File: src/hdl/led_pump_pkg.sv
/*
  Shared constants and types for the strobe-programmed LED driver control:
  clock rates, timer lengths in pump-clock ticks, DAC codes, input bit
  positions of the synchronised pin vector and the charge pump modes.
  Assumes a single 100 MHz system clock.
*/
package led_pump_pkg;

  // ----------------------------------------------------------------------
  // Clocking
  // ----------------------------------------------------------------------
  localparam int CLK_FREQ_MHZ    = 100;
  localparam int CLK_PERIOD_NS   = 10;
  localparam int PUMP_FREQ_KHZ   = 800;
  localparam int NONOVERLAP_NS   = 35;
  localparam int PUMP_PERIOD_CYC = CLK_FREQ_MHZ * 1000 / PUMP_FREQ_KHZ;
  localparam int NONOVERLAP_CYC  =
    (NONOVERLAP_NS + CLK_PERIOD_NS - 1) / CLK_PERIOD_NS;

  // ----------------------------------------------------------------------
  // Timers, in pump-clock ticks
  // ----------------------------------------------------------------------
  localparam int COMMIT_US     = 150;
  localparam int WAKE_EXTRA_US = 100;
  localparam int MODE_DELAY_US = 400;
  localparam int SOFT_START_US = 150;
  localparam int COMMIT_TICKS  = COMMIT_US * PUMP_FREQ_KHZ / 1000;
  localparam int WAKE_TICKS    = WAKE_EXTRA_US * PUMP_FREQ_KHZ / 1000;
  localparam int MODE_TICKS    = MODE_DELAY_US * PUMP_FREQ_KHZ / 1000;
  localparam int SOFT_TICKS    = SOFT_START_US * PUMP_FREQ_KHZ / 1000;
  localparam int TIMER_W       = 9;
  localparam int STRENGTH_W    = 7;
  localparam int PHASE_CNT_W   = 8;

  // ----------------------------------------------------------------------
  // DAC codes: 0 is off, first strobe wraps to full scale, 1 is the LSB
  // ----------------------------------------------------------------------
  localparam int         DAC_W    = 3;
  localparam logic [2:0] DAC_OFF  = 3'h0;
  localparam logic [2:0] DAC_LSB  = 3'h1;
  localparam int         MAIN_SINKS = 4;

  // ----------------------------------------------------------------------
  // Bit positions in the synchronised input vector
  // ----------------------------------------------------------------------
  localparam int IDX_MAIN_EN   = 0;
  localparam int IDX_CAM_EN    = 1;
  localparam int IDX_MAIN_DROP = 2;
  localparam int IDX_CAM_DROP  = 6;
  localparam int IDX_MAIN_OVC  = 7;
  localparam int IDX_CAM_OVC   = 8;
  localparam int IDX_ABOVE_BAT = 9;
  localparam int IDX_TIED      = 10;
  localparam int IN_W          = 14;

  typedef enum logic [1:0] {PUMP_1X, PUMP_1P5X, PUMP_2X} pump_mode_t;

endpackage : led_pump_pkg

File: src/hdl/led_pump_ctrl.sv
/*
  Control logic of a dual-channel LED driver with a multimode charge pump:
  pin synchronisers, two strobe channels, shutdown and wake handling, pump
  mode sequencer with soft start, and flying capacitor switch timing.
  Assumes comparators for dropout, overcurrent, pump output above battery
  and sink-tied-to-pump arrive as asynchronous levels; analog is external.
*/
module led_pump_ctrl
  import led_pump_pkg::*;
#(
  parameter int PUMP_PERIOD = PUMP_PERIOD_CYC,
  parameter int COMMIT      = COMMIT_TICKS,
  parameter int WAKE        = WAKE_TICKS,
  parameter int MODE_DELAY  = MODE_TICKS,
  parameter int SOFT_START  = SOFT_TICKS
)
(
  // Clock and reset
  input  wire logic                   clock,
  input  wire logic                   rstn,
  // Strobe enable pins
  input  wire logic                   main_strobe_enable,
  input  wire logic                   cam_strobe_enable,
  // Comparator flags
  input  wire logic [MAIN_SINKS-1:0]  main_sink_dropout,
  input  wire logic                   cam_sink_dropout,
  input  wire logic                   main_set_overcurrent,
  input  wire logic                   cam_set_overcurrent,
  input  wire logic                   pump_output_above_battery,
  input  wire logic [MAIN_SINKS-1:0]  main_sink_tied_to_pump,
  // Current sink control
  output logic [DAC_W-1:0]            main_dac_code,
  output logic [MAIN_SINKS-1:0]       main_sink_enable,
  output logic [MAIN_SINKS-1:0]       main_sink_test_current,
  output logic [DAC_W-1:0]            cam_dac_code,
  // Pump control
  output led_pump_pkg::pump_mode_t    pump_mode,
  output logic [STRENGTH_W-1:0]       pump_strength,
  output logic                        battery_bypass,
  output logic                        caps_series_charge,
  output logic                        caps_parallel_stack,
  output logic                        flying_cap1_charge,
  output logic                        flying_cap2_charge,
  // Power state
  output logic                        shutdown,
  output logic                        weak_precharge,
  output logic                        reference_enable
);
  import led_pump_pkg::*;

  localparam logic [TIMER_W-1:0]    MODE_LAST = TIMER_W'(MODE_DELAY - 1);
  localparam logic [STRENGTH_W-1:0] SOFT_FULL = STRENGTH_W'(SOFT_START);

  typedef struct packed {
    logic [IN_W-1:0]       sync1;
    logic [IN_W-1:0]       sync2;
    logic [IN_W-1:0]       sync3;
    logic [IN_W-1:0]       lvl;
    logic                  cam_line_d;
    logic                  asleep;
    logic                  wake;
    pump_mode_t            mode;
    logic [TIMER_W-1:0]    mode_timer;
    logic [STRENGTH_W-1:0] strength;
    logic [DAC_W-1:0]      main_code;
    logic [DAC_W-1:0]      cam_code;
    logic [MAIN_SINKS-1:0] sink_en;
    logic [MAIN_SINKS-1:0] test_cur;
    logic                  bypass;
    logic                  precharge;
    logic                  ref_en;
    logic                  series;
    logic                  parallel;
    logic                  cap1;
    logic                  cap2;
  } top_state_t;

  top_state_t s;
  top_state_t next_s;

  logic [IN_W-1:0]       raw_in;
  logic [DAC_W-1:0]      ch_main_code;
  logic [DAC_W-1:0]      ch_cam_code;
  logic                  ch_main_idle;
  logic                  ch_cam_idle;
  logic                  ph1;
  logic                  ph2;
  logic                  tick;
  logic                  main_line;
  logic                  cam_line;
  logic                  overcurrent;
  logic                  dropout;
  logic [MAIN_SINKS-1:0] tied;

  // ----------------------------------------------------------------------
  // Pin synchronisers: a change counts once stages two and three agree
  // ----------------------------------------------------------------------
  assign raw_in = {main_sink_tied_to_pump, pump_output_above_battery,
                   cam_set_overcurrent, main_set_overcurrent,
                   cam_sink_dropout, main_sink_dropout,
                   cam_strobe_enable, main_strobe_enable};

  assign main_line   = s.lvl[IDX_MAIN_EN];
  assign cam_line    = s.lvl[IDX_CAM_EN];
  assign overcurrent = s.lvl[IDX_MAIN_OVC] | s.lvl[IDX_CAM_OVC];
  assign tied        = s.lvl[IDX_TIED +: MAIN_SINKS];
  assign dropout     =
    |(s.lvl[IDX_MAIN_DROP +: MAIN_SINKS] & s.sink_en)
    | (s.lvl[IDX_CAM_DROP] & (s.cam_code != DAC_OFF));

  // ----------------------------------------------------------------------
  // Channels and pump clock
  // ----------------------------------------------------------------------
  strobe_channel #(
    .COMMIT      (COMMIT),
    .WAKE        (WAKE)
  ) u_main_chan (
    .clock       (clock),
    .rstn        (rstn),
    .line        (main_line),
    .tick        (tick),
    .extra_delay (s.wake),
    .force_off   (s.asleep),
    .dac_code    (ch_main_code),
    .idle_long   (ch_main_idle)
  );

  strobe_channel #(
    .COMMIT      (COMMIT),
    .WAKE        (WAKE)
  ) u_cam_chan (
    .clock       (clock),
    .rstn        (rstn),
    .line        (cam_line),
    .tick        (tick),
    .extra_delay (s.wake),
    .force_off   (s.asleep),
    .dac_code    (ch_cam_code),
    .idle_long   (ch_cam_idle)
  );

  pump_phase_gen #(
    .PERIOD (PUMP_PERIOD),
    .DEAD   (NONOVERLAP_CYC)
  ) u_phase (
    .clock  (clock),
    .rstn   (rstn),
    .run    (!s.asleep),
    .phase1 (ph1),
    .phase2 (ph2),
    .tick   (tick)
  );

  // ----------------------------------------------------------------------
  // Next state
  // ----------------------------------------------------------------------
  always_comb
  begin
    next_s            = s;
    next_s.sync1      = raw_in;
    next_s.sync2      = s.sync1;
    next_s.sync3      = s.sync2;
    next_s.lvl        = (~(s.sync2 ^ s.sync3) & s.sync3)
                      | ((s.sync2 ^ s.sync3) & s.lvl);
    next_s.cam_line_d = cam_line;

    // Power state
    next_s.asleep = overcurrent
                  | (ch_main_idle & ch_cam_idle);
    if (s.asleep && !next_s.asleep)
      next_s.wake = 1'b1;
    else if (ch_main_code != DAC_OFF || ch_cam_code != DAC_OFF)
      next_s.wake = 1'b0;

    // Mode sequencer
    if (s.asleep || (s.cam_line_d && !cam_line))
    begin
      next_s.mode       = PUMP_1X;
      next_s.mode_timer = '0;
      next_s.strength   = '0;
    end
    else
    begin
      if (dropout && s.mode != PUMP_2X)
      begin
        if (tick)
        begin
          if (s.mode_timer >= MODE_LAST)
          begin
            next_s.mode_timer = '0;
            next_s.strength   = '0;
            next_s.mode       = (s.mode == PUMP_1X) ? PUMP_1P5X
                                                    : PUMP_2X;
          end
          else
            next_s.mode_timer = s.mode_timer + 1'b1;
        end
      end
      else if (!dropout)
        next_s.mode_timer = '0;
      if (s.mode != PUMP_1X && tick && s.strength < SOFT_FULL
          && next_s.strength != '0)
        next_s.strength = s.strength + 1'b1;
      else if (s.mode != PUMP_1X && tick && s.strength < SOFT_FULL
               && s.mode == next_s.mode)
        next_s.strength = s.strength + 1'b1;
    end

    // Sinks
    next_s.main_code = ch_main_code;
    next_s.cam_code  = ch_cam_code;
    next_s.sink_en   = (ch_main_code != DAC_OFF && !s.asleep)
                     ? ~tied : '0;
    next_s.test_cur  = s.asleep ? '0 : tied;

    // Pump switches
    next_s.bypass    = s.mode == PUMP_1X && !s.asleep
                     && !s.lvl[IDX_ABOVE_BAT];
    next_s.precharge = s.asleep;
    next_s.ref_en    = !s.asleep;
    // Phases already in flight must not close switches in shutdown
    next_s.series    = s.mode == PUMP_1P5X && ph1 && !s.asleep;
    next_s.parallel  = s.mode == PUMP_1P5X && ph2 && !s.asleep;
    next_s.cap1      = s.mode == PUMP_2X && ph1 && !s.asleep;
    next_s.cap2      = s.mode == PUMP_2X && ph2 && !s.asleep;
  end

  always_ff @(posedge clock)
  begin
    if (!rstn)
    begin
      s           <= '0;
      s.asleep    <= 1'b1;
      s.precharge <= 1'b1;
      s.mode      <= PUMP_1X;
    end
    else
      s <= next_s;
  end

  // ----------------------------------------------------------------------
  // Outputs
  // ----------------------------------------------------------------------
  assign main_dac_code          = s.main_code;
  assign main_sink_enable       = s.sink_en;
  assign main_sink_test_current = s.test_cur;
  assign cam_dac_code           = s.cam_code;
  assign pump_mode              = s.mode;
  assign pump_strength          = s.strength;
  assign battery_bypass         = s.bypass;
  assign caps_series_charge     = s.series;
  assign caps_parallel_stack    = s.parallel;
  assign flying_cap1_charge     = s.cap1;
  assign flying_cap2_charge     = s.cap2;
  assign shutdown               = s.asleep;
  assign weak_precharge         = s.precharge;
  assign reference_enable       = s.ref_en;
endmodule : led_pump_ctrl

File: src/hdl/pump_phase_gen.sv
/*
  Two-phase nonoverlapping pump clock divided from the system clock, plus a
  one-cycle tick per pump period that times the slow control delays.
  Assumes the system clock of the package; phases stop while run is low.
*/
module pump_phase_gen
  import led_pump_pkg::*;
#(
  parameter int PERIOD = PUMP_PERIOD_CYC,
  parameter int DEAD   = NONOVERLAP_CYC
)
(
  // Clock and reset
  input  wire logic clock,
  input  wire logic rstn,
  // Control
  input  wire logic run,
  // Phases and tick
  output logic      phase1,
  output logic      phase2,
  output logic      tick
);
  import led_pump_pkg::*;

  localparam logic [PHASE_CNT_W-1:0] LAST  = PHASE_CNT_W'(PERIOD - 1);
  localparam logic [PHASE_CNT_W-1:0] HALF  = PHASE_CNT_W'(PERIOD / 2);
  localparam logic [PHASE_CNT_W-1:0] DEADC = PHASE_CNT_W'(DEAD);

  typedef struct packed {
    logic [PHASE_CNT_W-1:0] cnt;
    logic                   ph1;
    logic                   ph2;
    logic                   tick;
  } phase_state_t;

  phase_state_t s;
  phase_state_t next_s;

  // ----------------------------------------------------------------------
  // Divider and phase windows with dead time on both sides
  // ----------------------------------------------------------------------
  always_comb
  begin
    next_s      = s;
    next_s.cnt  = (s.cnt == LAST) ? '0 : s.cnt + 1'b1;
    next_s.tick = (s.cnt == LAST);
    next_s.ph1  = run && s.cnt >= DEADC && s.cnt < HALF;
    next_s.ph2  = run && s.cnt >= HALF + DEADC && s.cnt < LAST;
  end

  always_ff @(posedge clock)
  begin
    if (!rstn)
      s <= '0;
    else
      s <= next_s;
  end

  assign phase1 = s.ph1;
  assign phase2 = s.ph2;
  assign tick   = s.tick;

endmodule : pump_phase_gen

File: src/hdl/strobe_channel.sv
/*
  One strobe-programmed current channel: down counter, commit timer, idle
  timer that resets the counter, and the applied DAC code.
  Assumes line is already synchronised and tick is one cycle per pump period.
*/
module strobe_channel
  import led_pump_pkg::*;
#(
  parameter int COMMIT = COMMIT_TICKS,
  parameter int WAKE   = WAKE_TICKS
)
(
  // Clock and reset
  input  wire logic             clock,
  input  wire logic             rstn,
  // Control
  input  wire logic             line,
  input  wire logic             tick,
  input  wire logic             extra_delay,
  input  wire logic             force_off,
  // Status
  output logic [DAC_W-1:0]      dac_code,
  output logic                  idle_long
);
  import led_pump_pkg::*;

  localparam logic [TIMER_W-1:0] LIM_NORM = TIMER_W'(COMMIT);
  localparam logic [TIMER_W-1:0] LIM_WAKE = TIMER_W'(COMMIT + WAKE);

  typedef struct packed {
    logic               line_d;
    logic [DAC_W-1:0]   count;
    logic [DAC_W-1:0]   code;
    logic [TIMER_W-1:0] timer;
    logic               idle;
  } chan_state_t;

  chan_state_t s;
  chan_state_t next_s;
  logic [TIMER_W-1:0] limit;

  // ----------------------------------------------------------------------
  // Counting, commit and idle reset
  // ----------------------------------------------------------------------
  always_comb
  begin
    next_s        = s;
    limit         = extra_delay ? LIM_WAKE : LIM_NORM;
    next_s.line_d = line;
    if (line != s.line_d)
      next_s.timer = '0;
    else if (tick && s.timer != '1)
      next_s.timer = s.timer + 1'b1;
    if (line && !s.line_d)
      next_s.count = (s.count == DAC_LSB) ? DAC_LSB
                                          : s.count - 3'h1;
    // On an edge cycle the timer still holds the old level's time
    if (!line)
    begin
      next_s.code = DAC_OFF;
      if (line == s.line_d && s.timer >= LIM_NORM)
      begin
        next_s.count = DAC_OFF;
        next_s.idle  = 1'b1;
      end
    end
    else
    begin
      next_s.idle = 1'b0;
      if (line == s.line_d && s.timer >= limit)
        next_s.code = s.count;
    end
    if (force_off)
      next_s.code = DAC_OFF;
  end

  always_ff @(posedge clock)
  begin
    if (!rstn)
    begin
      s      <= '0;
      s.idle <= 1'b1;
    end
    else
      s <= next_s;
  end

  assign dac_code  = s.code;
  assign idle_long = s.idle;
endmodule : strobe_channel

File: config.mk
export PLATFORM = sky130hd
export DESIGN_NAME = led_pump_ctrl
export DESIGN_NICKNAME = d
export VERILOG_FILES = /design/src/hdl/led_pump_pkg.sv /design/src/hdl/led_pump_ctrl.sv /design/src/hdl/pump_phase_gen.sv /design/src/hdl/strobe_channel.sv
export SDC_FILE = /design/constraint.sdc
export NUM_CORES = 1
export LEC_CHECK = 0
export BUFFER_PORTS_ARGS = -buffer_cell sky130_fd_sc_hd__buf_2
export CAP_MARGIN = 20
export CORE_AREA = 2 2 130 132
export DETAILED_ROUTE_END_ITERATION = 10
export DIE_AREA = 0 0 132 134
export PLACE_DENSITY = 0.54
export REMOVE_ABC_BUFFERS = 1
export SYNTH_ARGS = -nofsm -noshare
export SYNTH_HDL_FRONTEND = slang
export SYNTH_SLANG_ARGS = --single-unit
export TNS_END_PERCENT = 100
File: constraint.sdc
create_clock -name clock -period 2.29 [get_ports clock]
set_input_delay 0.1145 -clock clock [delete_from_list [all_inputs] [get_ports clock]]
set_output_delay 0.1145 -clock clock [all_outputs]
set_load 0.01 [all_outputs]
==> flow_summary.json, run 1 <==
{
  "wl_mm": 10.4,
  "cpMaxStageDelayCell": "nor2b_1",
  "internal_power_mw": 4.09,
  "via_per_inst": 4.70,
  "final_nets": 667,
  "async_reset_ff_share_pct": 0,
  "clock_power_share_pct": 50.2,
  "regArea_sq_mm": 0.00284,
  "crit_chain": "and4_1 -> and4_1 -> ha_1 -> nor2b_1 -> nand4_1 -> xor2_1 -> nor2_1",
  "path_clk_slew_ns": 0.06,
  "critical_path_class": "reg -> reg",
  "multi_input_area_sq_mm": 0.00240,
  "cts_sinks": 142,
  "rsz0062_at_grt": "false",
  "crit_path_start_kind": "flop",
  "dp_hpwl_mm": 7.13,
  "synth_edf_count": 0,
  "rows": 47,
  "r2r_cells": 7,
  "initial_core_util_pct": 34.3,
  "setup_tns_ns": 0,
  "grt_pass1_vias": 3955,
  "regToRegSetupSlack_ns": 0.34,
  "top_layer_used": "met4",
  "antenna_left": 0,
  "ys_seq_elements": 142,
  "grt_pass1_wl_mm": 17.9,
  "period_needed_ns": 1.95,
  "cp_common_cell": "and4_1",
  "htreeDepth": 4,
  "wl_met1_mm": 4.93,
  "max_freq_mhz": 514,
  "fin_skew_ns": 0.00975,
  "cts_buffers": 17,
  "ys.flop_type": "dfxtp_1",
  "drive_gt1_share_pct": 13.4,
  "cp-end-kind": "flop",
  "route.met3.wl_um": 419,
  "swShare_pct": 22.4,
  "pwr-share-comb_pct": 1.8,
  "clk_latency_ns": 0.42,
  "vias": 4047,
  "syn_area_per_cell_sq_um": 9.52,
  "overflow": 0,
  "hold_viol": 0,
  "slew_headroom_pct": 61.1,
  "syn_area_sq_mm": 0.00559,
  "dr.pass1.iters": 4,
  "tightest_slew_ns": 0.583,
  "portBuffers": 46,
  "die_h_um": 134,
  "whs_ns": 0.200,
  "p_sw_mw": 1.18,
  "grt_max_degree": 75,
  "cts-root-buf": "clkbuf_16",
  "holdPathStages": 4,
  "fillers": 1620,
  "hold_class": "in -> reg",
  "finalMaxSlewViolations": 0,
  "syn_inst": 587,
  "core_area_sq_mm": 0.0163,
  "met2_length_mm": 4.88,
  "utilization_pct": 40.3,
  "worstReg2RegStart": "u_main_chan.s[5]$_SDFFE_PP0P_",
  "place_congestion": 0.745,
  "cpPeakStageDelay_ns": 0.41,
  "syn_to_final_growth_pct": 17.6,
  "setup_viol": 0,
  "r2r_end": "u_main_chan.s[5]$_SDFFE_PP0P_",
  "critPathLaunch": "u_main_chan.s[5]$_SDFFE_PP0P_",
  "dieWidth_um": 132,
  "critPathArrivalTime_ns": 2.24,
  "powerDensity_mw_per_mm2": 802,
  "synth_cell_types": 45,
  "antenna_found_initial": 0,
  "p_seq_share_pct": 47.9,
  "fin_crit_sh_pct": 85.0,
  "pin_count": 47,
  "power_leakage_nw": 2.68,
  "holdPathEnd": "u_cam_chan.dac_code[1]$_SDFFE_PP0P_",
  "path_max_fanout": 7,
  "status": "finished clean",
  "holdCritStartpoint": "rstn",
  "routedWlPerCell_um": 12.1,
  "maxCapViolations": 0,
  "ys_seq_area_share_pct": 50.9,
  "cp.required_ns": 2.58,
  "die_area_sq_mm": 0.0177,
  "grt_util_all_layers_pct": 12.5,
  "cts_tree": "yes",
  "cts_buffer_depth": 2,
  "synth_warnings": 0,
  "num_antenna_cells": 0,
  "drc": 0,
  "first_iter_violations": 208,
  "ir_worst_vdd_mv": 0.563
}
layer usage:
| metal | vias up | track usage [%] |
|---|---|---|
| met5 | - | 0 |
| met4 | 0 | 6.34 |
| met3 | 13 | 4.16 |
| met2 | 69 | 20.8 |
| met1 | 1896 | 14.5 |
| li1 | 2069 | - |
worst max-delay path by stage:
stage | end | slack [ns] | depth (start not counted)
6_report | u_main_chan.s[5]$_SDFFE_PP0P_ | 0.34 | 7
4_1_cts | u_main_chan.s[5]$_SDFFE_PP0P_ | 0.35 | 7
5_1_grt | u_main_chan.s[7]$_SDFFE_PP0P_ | 0.18 | 7
3_3_place_gp | u_cam_chan.s[7]$_SDFFE_PP0P_ | 0.44 | 7
2_1_floorplan | s[34]$_SDFFE_PP0P_ | 0.54 | 5
3_5_place_dp | u_main_chan.s[5]$_SDFFE_PP0P_ | 0.38 | 7
worst max-delay path, delay by kind of cell (launching register included):
kind / cells / cell delay [ns]
AND/OR/NAND/NOR: 5 / 1.09
flip-flops: 1 / 0.36
adder cells (fa/ha/maj): 1 / 0.18
XOR/XNOR: 1 / 0.18
Yosys cell counts (3+ instances only):
| master | n | share of area, % |
|---|---|---|
| o211ai_1 | 4 | 0.54 |
| nor3_1 | 6 | 0.54 |
| a211oi_1 | 3 | 0.40 |
| a22o_2 | 3 | 0.54 |
| clkbuf_1 | 15 | 1.0 |
| inv_1 | 22 | 1.5 |
| nand2b_1 | 10 | 1.1 |
| a31oi_1 | 3 | 0.34 |
| xnor2_1 | 3 | 0.47 |
| ha_1 | 23 | 5.2 |
| mux2i_1 | 3 | 0.54 |
| nor2b_1 | 5 | 0.56 |
| and4_1 | 6 | 0.94 |
| nand4b_1 | 3 | 0.47 |
| a21oi_1 | 22 | 2.0 |
| nor2_1 | 49 | 3.3 |
| o21a_1 | 3 | 0.40 |
| a21boi_0 | 14 | 1.9 |
| dfxtp_1 | 142 | 51 |
| nand4_1 | 12 | 1.3 |
| o31ai_1 | 3 | 0.40 |
| nand3_1 | 21 | 1.9 |
| nand2_1 | 44 | 3.0 |
| and3_1 | 12 | 1.3 |
| buf_4 | 23 | 3.1 |
| xor2_1 | 21 | 3.3 |
| and2_1 | 58 | 6.5 |
| o21ai_0 | 28 | 2.5 |
| and4b_1 | 4 | 0.72 |
stage by stage:
stage                     instance area (sq um)  power [mW]  worst slack (ns)  std cells
after floorplan                            5330        2.62             0.539        547
after global placement                     5850        2.66             0.436        815
after detailed placement                   5850        2.66             0.379        815
after CTS                                  6570        5.35             0.346        861
after global routing                       6570        5.47             0.179        861
final                                      6570        5.27             0.343        861
power groups by stage:
stage / logic (mW) / registers [mW] / clock network [mW]
final: 0.0961 / 2.53 / 2.65
after global routing: 0.111 / 2.53 / 2.83
after CTS: 0.0983 / 2.53 / 2.72
after detailed placement: 0.0798 / 2.58 / 0
after global placement: 0.0775 / 2.58 / 0
after floorplan: 0.0420 / 2.57 / 0
placed cells by master (no fill, tap or decap), types with 3 or more instances in the layout:
master | synthesis | routed
a211oi_1 | 3 | 3
a21boi_0 | 14 | 14
a21oi_1 | 22 | 22
a22o_2 | 3 | 3
a31oi_1 | 3 | 3
and2_1 | 58 | 58
and3_1 | 12 | 12
and4_1 | 6 | 6
and4b_1 | 4 | 4
buf_2 | 0 | 46
clkbuf_16 | 0 | 17
clkinv_4 | 0 | 4
dfxtp_1 | 142 | 142
dlygate4sd3_1 | 0 | 14
ha_1 | 23 | 23
inv_1 | 22 | 22
inv_6 | 0 | 5
mux2i_1 | 3 | 3
nand2_1 | 44 | 44
nand2b_1 | 10 | 10
nand3_1 | 21 | 21
nand4_1 | 12 | 12
nand4b_1 | 3 | 3
nor2_1 | 49 | 49
nor2b_1 | 5 | 5
nor3_1 | 6 | 6
o211ai_1 | 4 | 4
o21a_1 | 3 | 3
o21ai_0 | 28 | 28
o31ai_1 | 3 | 3
xnor2_1 | 3 | 3
xor2_1 | 21 | 21
cell type report:
type                            count  area share, %
Clock buffer                       17           6.47
Tap cell                          220           4.19
Inverter                           22           1.26
Multi-Input combinational cell    383           36.6
Clock inverter                     15           2.34
Timing Repair Buffer               62           5.87
Sequential cell                   142           43.3
what timing repair did:
item | in CTS | in global routing
endpoints found under the hold margin | 14 | 0
setup buffers | 0 | 0
endpoints found under the setup margin | 0 | 0
resized for setup | 0 | 0
hold buffers | 14 | 0
cell families (layout without fill, tap and decap cells):
family                   count (synthesis)  after routing  synth area share [%]
XOR/XNOR                                24             24                  3.76
AO/OA/AOI/OAI                           97             97                  11.2
flip-flops                             142            142                  50.9
adder cells (fa/ha/maj)                 23             23                  5.15
multiplexers                             3              3                 0.538
buffers and inverters                   62            116                  6.05
AND/OR/NAND/NOR                        236            236                  22.4
registers in the layout (all words and copies together), names as in the netlist, 4 cells and up, named ones only:
name / count
u_phase.s: 8
main_sink_enable: 4
u_main_chan.s: 13
next_s: 28
main_sink_test_current: 4
u_cam_chan.s: 13
s: 24
pump_strength: 7
Note: power is estimated with default switching activity, not from simulation.
==> run 2: changes to the inputs <==
--- a/config.mk
+++ b/config.mk
@@ -5,11 +5,12 @@
 export SDC_FILE = /design/constraint.sdc
 export NUM_CORES = 1
 export LEC_CHECK = 0
+export ABC_AREA = 1
 export BUFFER_PORTS_ARGS = -buffer_cell sky130_fd_sc_hd__buf_2
 export CAP_MARGIN = 20
-export CORE_AREA = 2 2 130 132
+export CORE_AREA = 10 10 141 143
 export DETAILED_ROUTE_END_ITERATION = 10
-export DIE_AREA = 0 0 132 134
+export DIE_AREA = 0 0 151 153
 export PLACE_DENSITY = 0.54
 export REMOVE_ABC_BUFFERS = 1
 export SYNTH_ARGS = -nofsm -noshare
==> constraint.sdc (replaced) <==
create_clock -name clock -period 2.1 [get_ports clock]
set_input_delay 0.105 -clock clock [delete_from_list [all_inputs] [get_ports clock]]
set_output_delay 0.105 -clock clock [all_outputs]
set_load 0.01 [all_outputs]
==> run 2 against run 1 <==
Compared with the run above: via count up 8.1%; power grew 14%; fmax grew 9.1%; setup slack got worse by 0.027 ns; flip-flop and latch count is the same; area after synthesis up 4.6%; highest routed layer unchanged.
==> flow_summary.json, run 2 <==
{
  "rows": 48,
  "vias": 4373,
  "synth.area.mux_share_pct": 0,
  "cp-end-kind": "flop",
  "cts_buffers": 17,
  "grt_pass1_wl_mm": 19.2,
  "die_area_sq_mm": 0.0231,
  "fillers": 1750,
  "critPathArrivalTime_ns": 2.09,
  "synth_area_leaders": "dfxtp_1, inv_1, nand2_1",
  "internal_power_mw": 4.71,
  "status": "finished clean",
  "yosysTopAreaCell": "dfxtp_1",
  "synth_edf_count": 0,
  "via_per_inst": 4.28,
  "num_antenna_cells": 0,
  "dp_hpwl_mm": 7.92,
  "powerDensity_mw_per_mm2": 867,
  "crit_path_start_kind": "flop",
  "hold_viol": 0,
  "path_max_fanout": 4,
  "syn_area_per_cell_sq_um": 7.94,
  "clk_latency_ns": 0.42,
  "wl_mm": 11.2,
  "cp.required_ns": 2.41,
  "whs_ns": 0.388,
  "ir_worst_vdd_mv": 0.591,
  "grt_util_all_layers_pct": 10.2,
  "grt_pass1_vias": 4107,
  "setup_viol": 0,
  "overflow": 0,
  "synth-adder-area-share_pct": 4.93,
  "synthSimpleGateAreaFrac_pct": 22.1,
  "power_leakage_nw": 3.34,
  "period_needed_ns": 1.78,
  "cts-root-buf": "clkbuf_16",
  "layout_common_cells": "dfxtp_1, inv_1, nand2_1, nor2_1, a21oi_1",
  "swShare_pct": 21.5,
  "ys_seq_area_share_pct": 48.7,
  "synth_warnings": 0,
  "p_seq_share_pct": 45.9,
  "pin_count": 47,
  "drive_gt1_share_pct": 13.7,
  "syn_to_final_growth_pct": 18.4,
  "fin_crit_sh_pct": 85.0,
  "slew_headroom_pct": 74.5,
  "cpMaxStageDelayCell": "dfxtp_1",
  "layout_commonest_cell": "dfxtp_1",
  "first_iter_violations": 212,
  "initial_core_util_pct": 34.3,
  "setup_tns_ns": 0,
  "syn_area_sq_mm": 0.00584,
  "fin_skew_ns": 0.0152,
  "synth_top_area_share_pct": 48.7,
  "grt_max_degree": 48,
  "routedWlPerCell_um": 10.9,
  "cts_sinks": 142,
  "cts_buffer_depth": 2,
  "hold_class": "in -> reg",
  "synthXorXnorAreaFrac_pct": 1.65,
  "synthTopCellsByCount": "dfxtp_1, inv_1, nand2_1",
  "cpPeakStageDelay_ns": 0.32,
  "syn_inst": 736,
  "critical_path_class": "reg -> reg",
  "cts_tree": "yes",
  "antenna_found_initial": 0,
  "die_h_um": 153,
  "core_area_sq_mm": 0.0171,
  "ys_seq_elements": 142,
  "p_sw_mw": 1.29,
  "largest_reg_flops": 28,
  "yosys.cell_count.top_type": "dfxtp_1",
  "synth_top_family_by_area": "simple AND/OR/NAND/NOR gates",
  "final_nets": 823,
  "synth_compound_area_share_pct": 10.0,
  "crit_chain": "ha_1 -> nand4_1 -> nor3_1 -> ha_1 -> nor2_2 -> nand2_1 -> nor3_4 -> nand2_1 -> o21ai_1 -> a21oi_1",
  "ctsResizeCount": 0,
  "maxCapViolations": 0,
  "drc": 0,
  "clock_power_share_pct": 52.0,
  "tightest_slew_ns": 0.382,
  "path_clk_slew_ns": 0.06,
  "dieWidth_um": 151,
  "rsz0062_at_grt": "false",
  "ys.flop_type": "dfxtp_1",
  "pwr-share-comb_pct": 2.1,
  "antenna_left": 0,
  "finalMaxSlewViolations": 0,
  "synth_cell_types": 42,
  "async_reset_ff_share_pct": 0,
  "place_congestion": 0.799,
  "htreeDepth": 4,
  "max_freq_mhz": 560,
  "portBuffers": 46,
  "dr.pass1.iters": 4
}
[run 2: worst max-delay path: cells and delay by family, from the launching register on]
family          cells  cell delay [ns]
flops               1             0.32
compound gates      2             0.16
simple gates        6             0.79
fa+ha+maj           2             0.40
[run 2: final timing paths]
path	slack (ns)	from	endpoint	cells past startpoint
min reg2reg	0.40	next_s[79]$_SDFF_PN0_	next_s[65]$_SDFF_PN0_	2
max reg2reg	0.32	u_main_chan.s[1]$_SDFFE_PP0P_	u_main_chan.s[6]$_SDFFE_PP0P_	10
max	0.32	u_main_chan.s[1]$_SDFFE_PP0P_	u_main_chan.s[6]$_SDFFE_PP0P_	10
min	0.39	main_sink_tied_to_pump[1]	next_s[81]$_SDFF_PN0_	4
[run 2: kinds of logic after synthesis]
logic type / after synthesis
buf+inv: 168
xor+xnor: 11
fa+ha+maj: 23
compound gates: 105
flops: 142
simple gates: 287
[run 2: cell type report]
class                      instances  area (sq um)  share of cell area, %
timing repair buffer              63           408                   5.90
inverter                         134           503                   7.27
sequential                       142          2840                   41.1
tap                              225           282                   4.07
multi-input combinational        426          2260                   32.7
clock inverter                    14           181                   2.62
clock buffer                      18           439                   6.35
[run 2: routing by layer]
layer	wire, um	part of all wire [%]	GRT usage [%]
met1	5560	50	12.6
met2	4920	44	15.9
met3	425	3.8	2.78
met4	250	2.2	5.09
met5	0	0	0
[run 2: power groups by stage]
| stage | logic, mW | registers (mW) | clock network (mW) |
|---|---|---|---|
| 3_5_place_dp | 0.107 | 2.81 | 0 |
| 4_1_cts | 0.128 | 2.75 | 3.21 |
| 5_1_grt | 0.146 | 2.76 | 3.33 |
| 6_report | 0.126 | 2.75 | 3.12 |
| 3_3_place_gp | 0.106 | 2.81 | 0 |
| 2_1_floorplan | 0.0542 | 2.81 | 0 |
[run 2: through the flow]
step | util, % | setup WS (ns) | cell area, sq um | power, mW | cells
2_1_floorplan | - | 0.474 | 5610 | 2.86 | 702
3_3_place_gp | 36.0 | 0.375 | 6150 | 2.92 | 975
3_5_place_dp | 36.0 | 0.341 | 6150 | 2.92 | 975
4_1_cts | 40.6 | 0.324 | 6920 | 6.09 | 1022
5_1_grt | 40.6 | 0.184 | 6920 | 6.23 | 1022
6_report | 40.6 | 0.316 | 6920 | 6.00 | 1022
[run 2: repair_timing]
action,4_1_cts,5_1_grt
endpoints found under the hold margin,16,0
buffers inserted,0,0
hold buffers,15,0
